--- src/hw/converter_monitor_pkg.sv ---
package converter_monitor_pkg;

  // Register pointers as sent in the register byte
  localparam logic [7:0] REG_FAULT_STATUS    = 8'h79;
  localparam logic [7:0] REG_INPUT_VOLTAGE   = 8'h88;
  localparam logic [7:0] REG_OUTPUT_VOLTAGE  = 8'h8b;
  localparam logic [7:0] REG_OUTPUT_CURRENT  = 8'h8c;
  localparam logic [7:0] REG_THERMAL         = 8'h8d;

  // Write-form address bytes; bit 0 is the read/write flag
  localparam logic [7:0] ADDR_BYTE_FLOAT     = 8'h02;
  localparam logic [7:0] ADDR_BYTE_STRAPPED  = 8'h06;

  // Fault status word layout
  localparam int         BIT_INPUT_LOW       = 0;
  localparam int         BIT_INPUT_HIGH      = 1;
  localparam int         BIT_OUTPUT_WINDOW   = 2;
  localparam int         BIT_OVERCURRENT     = 3;
  localparam int         BIT_HEAT            = 4;
  localparam int         LIVE_COUNT          = 5;
  localparam int         LOG_BASE            = 8;

  localparam logic [15:0] STATUS_RESET       = 16'h0000;
  localparam logic [15:0] READING_RESET      = 16'h0000;
  localparam logic [15:0] UNMAPPED_VALUE     = 16'h0000;

  localparam logic [3:0]  BITS_PER_BYTE      = 4'h8;
  localparam logic [3:0]  FIRST_BIT_SENT     = 4'h1;

  // Comparator results from the analog protection side
  typedef struct packed {
    logic input_low_trip;
    logic input_low_release;
    logic input_high_trip;
    logic input_high_release;
    logic output_window;
    logic overcurrent;
    logic heat;
  } fault_sense_type;

  // Readings from the measurement logic; thermal is two's complement
  typedef struct packed {
    logic [15:0] input_voltage_reading;
    logic [15:0] output_voltage_reading;
    logic [15:0] output_current_reading;
    logic [15:0] thermal_reading;
  } readings_type;

  typedef enum logic [9:0] {
    ST_IDLE    = 10'b0000000001,
    ST_ADDR    = 10'b0000000010,
    ST_ACK_W   = 10'b0000000100,
    ST_REG     = 10'b0000001000,
    ST_REG_ACK = 10'b0000010000,
    ST_ACK_R   = 10'b0000100000,
    ST_TX      = 10'b0001000000,
    ST_MACK    = 10'b0010000000,
    ST_MACK_GO = 10'b0100000000,
    ST_IGNORE  = 10'b1000000000
  } link_state_type;

endpackage

--- src/hw/converter_monitor_regs.sv ---
`timescale 1ns/1ps

// How it works
// - Bank of five registers at 0x79, 0x88, 0x8B, 0x8C, 0x8D read over serial port.
// - All registers read-only; master writes never change any register.
// - Status word 16 bits; low byte holds live fault flags meaning output off.
// - High byte holds sticky logged faults, kept after the live condition goes away.
// - Logged faults clear only on power-down or remote off; no access clears them.
// - Bit 0 sets below undervoltage off threshold, clears above higher on threshold.
// - Bit 1 sets above overvoltage off threshold, clears below lower on threshold.
// - Bit 2 flags output voltage outside shutdown window, otherwise zero.
// - Bit 3 set when output current above shutdown limit, else zero.
// - Bit 4 set when temperature above shutdown trip point, else zero.
// - Bits 8 to 12 log bits 0 to 4 in the same order.
// - Input voltage reading is 16-bit unsigned, one millivolt per count.
// - Low byte carries the eight low bits, high byte the eight high bits.
// - Slave only; write address, register byte, restart read, low then high byte.
// - Answer at address 0x2 with strap floating, 0x6 with strap grounded.
// - Temperature reading is two's complement, 65535 meaning minus one degree.
module converter_monitor_regs (
  input  wire logic                                clk,
  input  wire logic                                sys_rst,
  input  wire logic                                scl_in,
  input  wire logic                                sda_in,
  output logic                                     sda_out,
  output logic                                     sda_oe,
  input  wire logic                                addr_strap_in,
  input  wire logic                                remote_off_in,
  input  wire converter_monitor_pkg::fault_sense_type fault_sense,
  input  wire converter_monitor_pkg::readings_type readings,
  output logic [15:0]                              fault_status_word
);

  // Sync word layout: the four pins on top, the sense bits below
  localparam int                SENSE_W    = $bits(converter_monitor_pkg::fault_sense_type);
  localparam int                SYNC_W     = SENSE_W + 4;
  localparam int                POS_SCL    = SYNC_W - 1;
  localparam int                POS_SDA    = SYNC_W - 2;
  localparam int                POS_STRAP  = SYNC_W - 3;
  localparam int                POS_REMOTE = SYNC_W - 4;
  // Rest state: bus idle, strap floating, remote off, no fault sensed.
  // Sense resting high would log phantom faults that outlive the reset.
  localparam logic [SYNC_W-1:0] SYNC_IDLE  = {4'hf, {SENSE_W{1'b0}}};

  logic [SYNC_W-1:0]                    sync1;
  logic [SYNC_W-1:0]                    sync2;
  logic                                 scl_prev;
  logic                                 sda_prev;
  logic                                 scl_s;
  logic                                 sda_s;
  logic                                 strap_s;
  logic                                 remote_off_s;
  converter_monitor_pkg::fault_sense_type sense_s;
  logic                                 scl_rise;
  logic                                 scl_fall;
  logic                                 start_seen;
  logic                                 stop_seen;
  logic [7:0]                           own_addr;

  converter_monitor_pkg::link_state_type state;
  converter_monitor_pkg::link_state_type next_state;
  logic [3:0]                           bit_cnt;
  logic [3:0]                           next_bit_cnt;
  logic [7:0]                           rx_byte;
  logic [7:0]                           next_rx_byte;
  logic [7:0]                           tx_byte;
  logic [7:0]                           next_tx_byte;
  logic [7:0]                           reg_ptr;
  logic [7:0]                           next_reg_ptr;
  logic [15:0]                          snapshot;
  logic [15:0]                          next_snapshot;
  logic                                 high_sent;
  logic                                 next_high_sent;
  logic                                 next_sda_oe;
  logic [15:0]                          next_fault_status_word;

  // Read-only decode; anything unmapped returns zero
  function automatic logic [15:0] reg_value(
    input logic [7:0]                          ptr,
    input logic [15:0]                         status,
    input converter_monitor_pkg::readings_type rd
  );
    logic [15:0] v;
    v = converter_monitor_pkg::UNMAPPED_VALUE;
    unique case (ptr)
      converter_monitor_pkg::REG_FAULT_STATUS:   v = status;
      converter_monitor_pkg::REG_INPUT_VOLTAGE:  v = rd.input_voltage_reading;
      converter_monitor_pkg::REG_OUTPUT_VOLTAGE: v = rd.output_voltage_reading;
      converter_monitor_pkg::REG_OUTPUT_CURRENT: v = rd.output_current_reading;
      converter_monitor_pkg::REG_THERMAL:        v = rd.thermal_reading;
      default:                                   v = converter_monitor_pkg::UNMAPPED_VALUE;
    endcase
    return v;
  endfunction

  // Every pin passes two flip-flops; only the second stage is ever read
  always_ff @(posedge clk) begin
    if (sys_rst) begin
      sync1    <= SYNC_IDLE;
      sync2    <= SYNC_IDLE;
      scl_prev <= 1'b1;
      sda_prev <= 1'b1;
    end else begin
      sync1    <= {scl_in, sda_in, addr_strap_in, remote_off_in, fault_sense};
      sync2    <= sync1;
      scl_prev <= scl_s;
      sda_prev <= sda_s;
    end
  end

  assign scl_s        = sync2[POS_SCL];
  assign sda_s        = sync2[POS_SDA];
  assign strap_s      = sync2[POS_STRAP];
  assign remote_off_s = sync2[POS_REMOTE];
  assign sense_s      = sync2[SENSE_W-1:0];

  assign scl_rise   = scl_s & ~scl_prev;
  assign scl_fall   = ~scl_s & scl_prev;
  assign start_seen = scl_s & scl_prev & sda_prev & ~sda_s;
  assign stop_seen  = scl_s & scl_prev & ~sda_prev & sda_s;

  // Strap is read live, so it must be settled before the first transfer
  assign own_addr = strap_s ? converter_monitor_pkg::ADDR_BYTE_FLOAT
                            : converter_monitor_pkg::ADDR_BYTE_STRAPPED;

  // Status word: live flags and their sticky log
  always_comb begin
    logic [converter_monitor_pkg::LIVE_COUNT-1:0] live;
    logic [converter_monitor_pkg::LIVE_COUNT-1:0] logged;
    live   = fault_status_word[converter_monitor_pkg::LIVE_COUNT-1:0];
    logged = fault_status_word[converter_monitor_pkg::LOG_BASE +:
                               converter_monitor_pkg::LIVE_COUNT];
    // Hysteresis: trip wins, release clears, otherwise hold
    if (sense_s.input_low_trip) begin
      live[converter_monitor_pkg::BIT_INPUT_LOW] = 1'b1;
    end else if (sense_s.input_low_release) begin
      live[converter_monitor_pkg::BIT_INPUT_LOW] = 1'b0;
    end
    if (sense_s.input_high_trip) begin
      live[converter_monitor_pkg::BIT_INPUT_HIGH] = 1'b1;
    end else if (sense_s.input_high_release) begin
      live[converter_monitor_pkg::BIT_INPUT_HIGH] = 1'b0;
    end
    live[converter_monitor_pkg::BIT_OUTPUT_WINDOW] = sense_s.output_window;
    live[converter_monitor_pkg::BIT_OVERCURRENT]   = sense_s.overcurrent;
    live[converter_monitor_pkg::BIT_HEAT]          = sense_s.heat;
    // A fault arriving during remote off still logs: set beats clear
    if (remote_off_s) begin
      logged = '0;
    end
    logged = logged | live;
    next_fault_status_word = converter_monitor_pkg::STATUS_RESET;
    next_fault_status_word[converter_monitor_pkg::LIVE_COUNT-1:0] = live;
    next_fault_status_word[converter_monitor_pkg::LOG_BASE +:
                           converter_monitor_pkg::LIVE_COUNT] = logged;
  end

  // Serial slave; the bus never reaches the status logic, so no write lands
  always_comb begin
    next_state     = state;
    next_bit_cnt   = bit_cnt;
    next_rx_byte   = rx_byte;
    next_tx_byte   = tx_byte;
    next_reg_ptr   = reg_ptr;
    next_snapshot  = snapshot;
    next_high_sent = high_sent;
    next_sda_oe    = sda_oe;
    if (start_seen) begin
      next_state   = converter_monitor_pkg::ST_ADDR;
      next_bit_cnt = '0;
      next_sda_oe  = 1'b0;
    end else if (stop_seen) begin
      // A stop mid-byte drops the transfer; the pointer is kept
      next_state  = converter_monitor_pkg::ST_IDLE;
      next_sda_oe = 1'b0;
    end else begin
      unique case (state)
        converter_monitor_pkg::ST_IDLE,
        converter_monitor_pkg::ST_IGNORE: begin
          // Released until the next start or stop
          next_sda_oe = 1'b0;
        end
        // Bits are taken as the clock rises; the answer waits for the fall,
        // so the data line never moves while the clock is high
        converter_monitor_pkg::ST_ADDR,
        converter_monitor_pkg::ST_REG: begin
          if (scl_rise && bit_cnt != converter_monitor_pkg::BITS_PER_BYTE) begin
            next_rx_byte = {rx_byte[6:0], sda_s};
            next_bit_cnt = bit_cnt + 4'h1;
          end else if (scl_fall && bit_cnt == converter_monitor_pkg::BITS_PER_BYTE) begin
            if (state == converter_monitor_pkg::ST_REG) begin
              next_reg_ptr = rx_byte;
              next_sda_oe  = 1'b1;
              next_state   = converter_monitor_pkg::ST_REG_ACK;
            end else if (rx_byte[7:1] == own_addr[7:1]) begin
              next_sda_oe = 1'b1;
              if (rx_byte[0]) begin
                // Whole word captured at once so both bytes match
                next_snapshot  = reg_value(reg_ptr, fault_status_word, readings);
                next_high_sent = 1'b0;
                next_state     = converter_monitor_pkg::ST_ACK_R;
              end else begin
                next_state = converter_monitor_pkg::ST_ACK_W;
              end
            end else begin
              next_state = converter_monitor_pkg::ST_IGNORE;
            end
          end
        end
        converter_monitor_pkg::ST_ACK_W: begin
          // Pointer byte follows the write acknowledge
          if (scl_fall) begin
            next_sda_oe  = 1'b0;
            next_bit_cnt = '0;
            next_state   = converter_monitor_pkg::ST_REG;
          end
        end
        converter_monitor_pkg::ST_REG_ACK: begin
          // Further bytes are data writes: left unacknowledged and dropped
          if (scl_fall) begin
            next_sda_oe = 1'b0;
            next_state  = converter_monitor_pkg::ST_IGNORE;
          end
        end
        converter_monitor_pkg::ST_ACK_R: begin
          // First data bit drives as the acknowledge clock falls
          if (scl_fall) begin
            next_tx_byte = snapshot[7:0];
            next_sda_oe  = ~snapshot[7];
            next_bit_cnt = converter_monitor_pkg::FIRST_BIT_SENT;
            next_state   = converter_monitor_pkg::ST_TX;
          end
        end
        converter_monitor_pkg::ST_TX: begin
          // A new bit goes out only after a falling clock edge
          if (scl_fall) begin
            if (bit_cnt == converter_monitor_pkg::BITS_PER_BYTE) begin
              next_sda_oe = 1'b0;
              next_state  = converter_monitor_pkg::ST_MACK;
            end else begin
              next_sda_oe  = ~tx_byte[6];
              next_tx_byte = {tx_byte[6:0], 1'b0};
              next_bit_cnt = bit_cnt + 4'h1;
            end
          end
        end
        converter_monitor_pkg::ST_MACK: begin
          // Master acknowledge after the low byte asks for the high byte
          // A refusal, or any answer after the high byte, ends the read
          if (scl_rise) begin
            if (!sda_s && !high_sent) begin
              next_high_sent = 1'b1;
              next_state     = converter_monitor_pkg::ST_MACK_GO;
            end else begin
              next_state = converter_monitor_pkg::ST_IGNORE;
            end
          end
        end
        converter_monitor_pkg::ST_MACK_GO: begin
          if (scl_fall) begin
            next_tx_byte = snapshot[15:8];
            next_sda_oe  = ~snapshot[15];
            next_bit_cnt = converter_monitor_pkg::FIRST_BIT_SENT;
            next_state   = converter_monitor_pkg::ST_TX;
          end
        end
        default: begin
          next_state  = converter_monitor_pkg::ST_IDLE;
          next_sda_oe = 1'b0;
        end
      endcase
    end
  end

  // Registers only; every next value but the constant-low sda_out is formed above
  always_ff @(posedge clk) begin
    if (sys_rst) begin
      state             <= converter_monitor_pkg::ST_IDLE;
      bit_cnt           <= '0;
      rx_byte           <= '0;
      tx_byte           <= '0;
      reg_ptr           <= '0;
      snapshot          <= converter_monitor_pkg::READING_RESET;
      high_sent         <= 1'b0;
      sda_oe            <= 1'b0;
      sda_out           <= 1'b0;
      fault_status_word <= converter_monitor_pkg::STATUS_RESET;
    end else begin
      state             <= next_state;
      bit_cnt           <= next_bit_cnt;
      rx_byte           <= next_rx_byte;
      tx_byte           <= next_tx_byte;
      reg_ptr           <= next_reg_ptr;
      snapshot          <= next_snapshot;
      high_sent         <= next_high_sent;
      sda_oe            <= next_sda_oe;
      sda_out           <= 1'b0;
      fault_status_word <= next_fault_status_word;
    end
  end

endmodule

--- config.mk ---
export PLATFORM = sky130hd
export DESIGN_NAME = converter_monitor_regs
export DESIGN_NICKNAME = d
export VERILOG_FILES = /design/src/hw/converter_monitor_pkg.sv /design/src/hw/converter_monitor_regs.sv
export SDC_FILE = /design/constraint.sdc
export NUM_CORES = 1
export LEC_CHECK = 0
export BUFFER_PORTS_ARGS = -buffer_cell sky130_fd_sc_hd__buf_2
export CORE_ASPECT_RATIO = 0.9
export CORE_MARGIN = 2
export CORE_UTILIZATION = 60
export CTS_BUF_LIST = sky130_fd_sc_hd__clkbuf_4
export CTS_CLUSTER_SIZE = 30
export DETAILED_ROUTE_END_ITERATION = 12
export PLACE_DENSITY_LB_ADDON = 0.12
export SYNTH_ARGS = -nofsm -noshare
export SYNTH_HDL_FRONTEND = slang
export SYNTH_SLANG_ARGS = --single-unit
export TNS_END_PERCENT = 50
--- constraint.sdc ---
create_clock -name clk -period 6.95 [get_ports clk]
set_clock_uncertainty 0.1 [all_clocks]
set_input_delay 0 -clock clk [delete_from_list [all_inputs] [get_ports clk]]
set_output_delay 0 -clock clk [all_outputs]
set_load 0.005 [all_outputs]
-- Word level (Yosys, flattened, before mapping)
Index checks and enable logic that the tools add are counted.
- flip-flop bits (word level): 95
- bits of input ports: 77
- output and inout port bits: 18
- logic and storage cells: 156
- add/sub/neg operators: 1
- equality and inequality tests: 45
- muxes and demuxes: 51
- bitwise operators: 21
- reduce and logical (&&, ||, !) cells: 23
- operator list (operator ; count):
    two-way mux 10 bit ; 11
    one-hot mux 16 bit (5 select lines) ; 1
    one-hot mux 10 bit (7 select lines) ; 1
    == test 8 bit, second input constant ; 4
    inequality test 4 bit, second input constant ; 8
    inequality test 2 bit, second input constant ; 15
    two-way mux 7 bit ; 4
    one-hot mux 7 bit (3 select lines) ; 1
    two-way mux 1 bit ; 20
    two-way mux 4 bit ; 5
    AND reduction 9 bit ; 2
    one-hot mux 4 bit (4 select lines) ; 1
    AND reduction 8 bit ; 2
    AND reduction 7 bit ; 2
    inverter 1 bit ; 13
    == test 10 x 1 -> 1 bit, second input constant ; 1
    == test 10 bit, second input constant ; 1
    == test 10 x 2 -> 1 bit, second input constant ; 1
    == test 10 x 3 -> 1 bit, second input constant ; 1
    == test 10 x 4 -> 1 bit, second input constant ; 1
    == test 10 x 5 -> 1 bit, second input constant ; 1
    == test 10 x 6 -> 1 bit, second input constant ; 1
    == test 10 x 7 -> 1 bit, second input constant ; 1
    == test 10 x 8 -> 1 bit, second input constant ; 1
    other kinds (26) ; 42

-- Depth between registers and ports, before layout
- word-level depth: 9
- depth in mapped cells: 9
- depth with buffers taken out: 8

-- Least setup slack after synthesis
No wires, ideal clock.
- path kind: reg-to-reg
- start: reg state[3]
- end: reg state[0]
- library setup time: 0.122 ns
- arrival time: 2.252 ns
- data required time: 6.728 ns
- slack: 4.475 ns
- stages on the path, launching flop included: 9
- buffers on the path: 2
- clock period less this slack: 2.475 ns
- cells stage by stage: dfxtp_1 -> buf_6 -> or4_4 -> or4b_4 -> and4_4 -> nand3_2 -> buf_8 -> a21oi_2 -> a311o_1
- word-level cells in the longest chain between the ends: 7
- ends and longest elaborated chain (what ; line ; text):
    start, declared ; converter_monitor_regs.sv:60 ; converter_monitor_pkg::link_state_type state;
    start signal, assigned ; converter_monitor_regs.sv:278 ; state <= converter_monitor_pkg::ST_IDLE;
    start signal, assigned ; converter_monitor_regs.sv:289 ; state <= next_state;
    == test 10 x 4 -> 1 bit ; converter_monitor_regs.sv:177, converter_monitor_regs.sv:191 ;
    two-way mux 10 bit ; converter_monitor_regs.sv:191 ; if (state == converter_monitor_pkg::ST_REG) begin
    two-way mux 10 bit ; converter_monitor_regs.sv:190 ; end else if (scl_fall && bit_cnt == converter_monitor_pkg::BITS_PER_BYTE) begin
    two-way mux 10 bit ; converter_monitor_regs.sv:187 ; if (scl_rise && bit_cnt != converter_monitor_pkg::BITS_PER_BYTE) begin
    one-hot mux 10 bit (7 select lines) ; converter_monitor_regs.sv:177 ; unique case (state)
    two-way mux 2 bit ; converter_monitor_regs.sv:172 ; end else if (stop_seen) begin
    two-way mux 2 bit ; converter_monitor_regs.sv:168 ; if (start_seen) begin
Parallel ways exist; a longest one is shown, timed or not. The select of a mux whose other input is x is not followed.
A chain may end at the register's enable or synchronous reset.

-- Worst setup path in the final report
- start: reg reg_ptr[4]
- end: reg snapshot[0]
- word-level cells in the longest chain between the ends: 2
- ends and longest elaborated chain (what ; line ; text):
    start, declared ; converter_monitor_regs.sv:68 ; logic [7:0] reg_ptr;
    start signal, assigned ; converter_monitor_regs.sv:293 ; reg_ptr <= next_reg_ptr;
    == test 8 bit / == test 8 x 7 -> 1 bit (equally long branches) ; converter_monitor_regs.sv:85 ; unique case (ptr)
    one-hot mux 16 bit (5 select lines) * ; converter_monitor_regs.sv:85 ;
    end signal, assigned ; converter_monitor_regs.sv:283 ; snapshot <= converter_monitor_pkg::READING_RESET;
    end signal, assigned ; converter_monitor_regs.sv:294 ; snapshot <= next_snapshot;
    end, declared ; converter_monitor_regs.sv:70 ; logic [15:0] snapshot;
Every way passes the cells marked *; elsewhere a longest branch is shown, timed or not.

==> results by group <==
Outcome
  • Status: finished clean

Global route
  • Vias in the first global route: 3769
  • Largest net degree at the start of global routing: 49
  • GRT Overall Usage: 30.7%
  • Initial antenna violation count: 0
  • Wire length of the first global-routing pass: 18600 µm
  • Gr ovfl total: 0

Clock network
  • Num CTS Buffers: 9
  • Gates resized, CTS repair: 0
  • Worst-path clk slew: 160 ps
  • CTS root buffer: clkbuf_4
  • Max Buffers Root-to-Sink: 2
  • Htree depth: 3
  • CTS Sinks: 89
  • Hold buffer count at cts: 50
  • TritonCTS clock tree: yes
  • Setup bufs post-CTS: 0
  • Worst-skew pair later-pin latency: 450 ps

Worst setup path
  • CP Max Fanout: 10
  • Critical Path AT: 3510 ps
  • WS Path Type: reg -> reg
  • Worst setup EP type: flop
  • CP startpoint kind: flop
  • Worst-case reg-to-reg path depth: 5
  • CP Data Required Time: 7260 ps

Hold path
  • Worst hold path class: in -> reg
  • Hold path cells: 3

Pwr
  • VDD IR max: 0.175 mV
  • Pwr Density: 182 nW/µm²
  • LEAKAGE: 0.00202 µW

Die
  • Die Footprint: 7750 µm²
  • Initial Utilization: 61.1%
  • Core outline area: 6930 µm²
  • Rows: 29
  • I/O Pins: 95
  • Die X-Extent: 92.6 µm
  • Die height: 83.7 µm

Logic synthesis
  • Post-Synth Simple-Gate Area: 25.7%
  • Multiplexer area fraction after synthesis: 8.84%
  • Yosys cell types: 71
  • Mapped Cells: 451
  • Compound-Gate Fraction of Synth Area: 15.7%
  • EDFF count, synth: 0
  • #FFs+latches synth: 89
  • Post-Syn Area: 4230 µm²
  • Register area share after synthesis: 42.1%
  • Synth Area in Adders: 0.591%
  • Largest family of logic cells by synthesized area: simple AND/OR/NAND/NOR gates
  • Xor/xnor cell area share of the yosys netlist: 1.03%
  • YS warnings: 0
  • Main synth FF type: dfxtp_1
  • Post-synth ARST share: 0%
  • Mean post-synth cell area: 9.39 µm²

STA
  • Post-route setup TNS: 0 ps
  • Max frequency: 0.312 GHz
  • Tcrit/Tclk final: 46.1%
  • Final setup viols: 0
  • RSZ-0062 raised after global routing: false
  • Slew @ Worst Pin: 1070 ps
  • Final Max Slew Viols: 0
  • Period minus WS final: 3210 ps
  • Final Hold Viols: 0
  • Slew margin rel.: 27.9%

Place
  • DP HPWL: 7460 µm
  • Final Wtd Congestion: 0.907
  • Placed Area: 4630 µm²
  • Port Buffers: 87

Detailed routing
  • WL/cell: 17.2 µm
  • Routed via count: 3968
  • Detail Route Antenna Nets: 0
  • # DRC: 0
  • Vias per inst: 5.90
  • Drt pass-1 iters: 6
  • Starting DRC count in detailed routing: 365
  • Routed wire length: 11600 µm

Layout
  • Layout Area Growth over Synthesis: 25.2%
  • Final #Nets: 653
  • Most common cell after layout, fill and taps aside: dfxtp_1
  • Design Area, Final: 5300 µm²
  • Share of cells above drive strength 1: 26.9%
  • N_diodes: 0
  • Commonest non-fill, non-tap cells in the layout: dfxtp_1, buf_2, nor2_1

Flow run
  • Max-Cap Viols: 0
[power by group]
part / internal (µW) / switching (µW)
Sequential: 520 / 7.00
Combinational: 50.2 / 42.7
Clock: 155 / 188
Total: 725 / 238
[stage by stage]
stage | cells | power [µW] | hold slack (ps) | setup WS (ps) | utilization, %
floorplan | 457 | 587 | 3.81 | 4480 | -
CTS | 672 | 962 | 138 | 3870 | 76.5
global route | 672 | 1000 | 145 | 3590 | 76.5
detailed placement | 606 | 612 | 84.5 | 4200 | 66.8
global placement | 606 | 611 | 86.4 | 4300 | 66.8
finish | 672 | 963 | 176 | 3740 | 76.5
[layout make-up]
cell class | instances | area (µm²)
multi-input combinational | 324 | 2230
inverter | 9 | 33.8
tap | 93 | 116
timing repair buffer | 141 | 966
clock buffer | 10 | 75.1
clock inverter | 6 | 96.3
sequential | 89 | 1780
fill | 456 | 1630
[registers in the layout (all words and copies together), names as in the netlist]
| register | flops |
|---|---|
| bit_cnt | 4 |
| fault_status_word | 10 |
| high_sent | 1 |
| reg_ptr | 8 |
| rx_byte | 8 |
| scl_prev | 1 |
| sda_oe | 1 |
| sda_prev | 1 |
| snapshot | 16 |
| state | 10 |
| sync1 | 11 |
| sync2 | 11 |
| tx_byte | 7 |
[metal layers]
metal  GRT usage (%)  vias to the layer above  routed length, µm
met2            48.6                      211               5610
met1            41.2                     1839               4870
met3            7.59                       33                807
li1                -                     1885                  -
met4            10.2                        0                283
met5               0                        -                  0
[Yosys cell counts, drive strengths merged, types with 2 or more instances]
cell / instances / share of area (%)
a211oi: 9 / 1.6
a21o: 3 / 0.53
a21oi: 16 / 2.3
a221oi: 7 / 1.4
a222oi: 10 / 2.4
a22oi: 8 / 1.7
a311oi: 16 / 3.3
a31oi: 2 / 0.30
and3: 4 / 0.59
and4: 2 / 0.47
buf: 20 / 3.8
clkbuf: 15 / 1.3
dfxtp: 89 / 42
ha: 2 / 0.59
inv: 9 / 0.80
mux2: 11 / 2.9
mux2i: 25 / 5.9
nand2: 21 / 1.9
nand2b: 4 / 0.77
nand3: 8 / 1.1
nand4: 7 / 1.0
nand4b: 2 / 0.41
nor2: 69 / 6.1
nor2b: 19 / 2.8
nor3: 11 / 1.4
nor3b: 2 / 0.35
nor4: 7 / 2.1
nor4b: 3 / 0.77
o21ai: 5 / 0.68
o21bai: 2 / 0.35
or2: 14 / 2.1
or2b: 2 / 0.38
or3: 2 / 0.33
or4: 8 / 1.8
or4b: 2 / 0.56
xnor2: 3 / 0.62
xor2: 2 / 0.41
[logic make-up (layout without fill, tap and decap cells)]
kind of cell,Yosys count,in the layout
flip-flops,89,89
other,1,7
buffers and inverters,44,166
AO/OA/AOI/OAI,83,83
XOR/XNOR,5,5
AND/OR/NAND/NOR,191,191
multiplexers,36,36
adder cells (fa/ha/maj),2,2
[worst paths after layout]
kind / startpoint / endpoint / slack [ps]
hold / removal: addr_strap_in / sync1[8] / 180
setup / recovery: reg_ptr[4] / snapshot[0] / 3740
hold reg to reg: sync1[10] / sync2[10] / 330
setup reg to reg: reg_ptr[4] / snapshot[0] / 3740
[worst max-delay path, cell delays in order, from the launching register on]
cell,delay (ps)
dfxtp_1,350
or4b_1,600
nor3_1,860
a222oi_1,300
a311oi_1,360
dlygate4sd3_1,590
No activity file was read; power rests on OpenSTA's default activity.
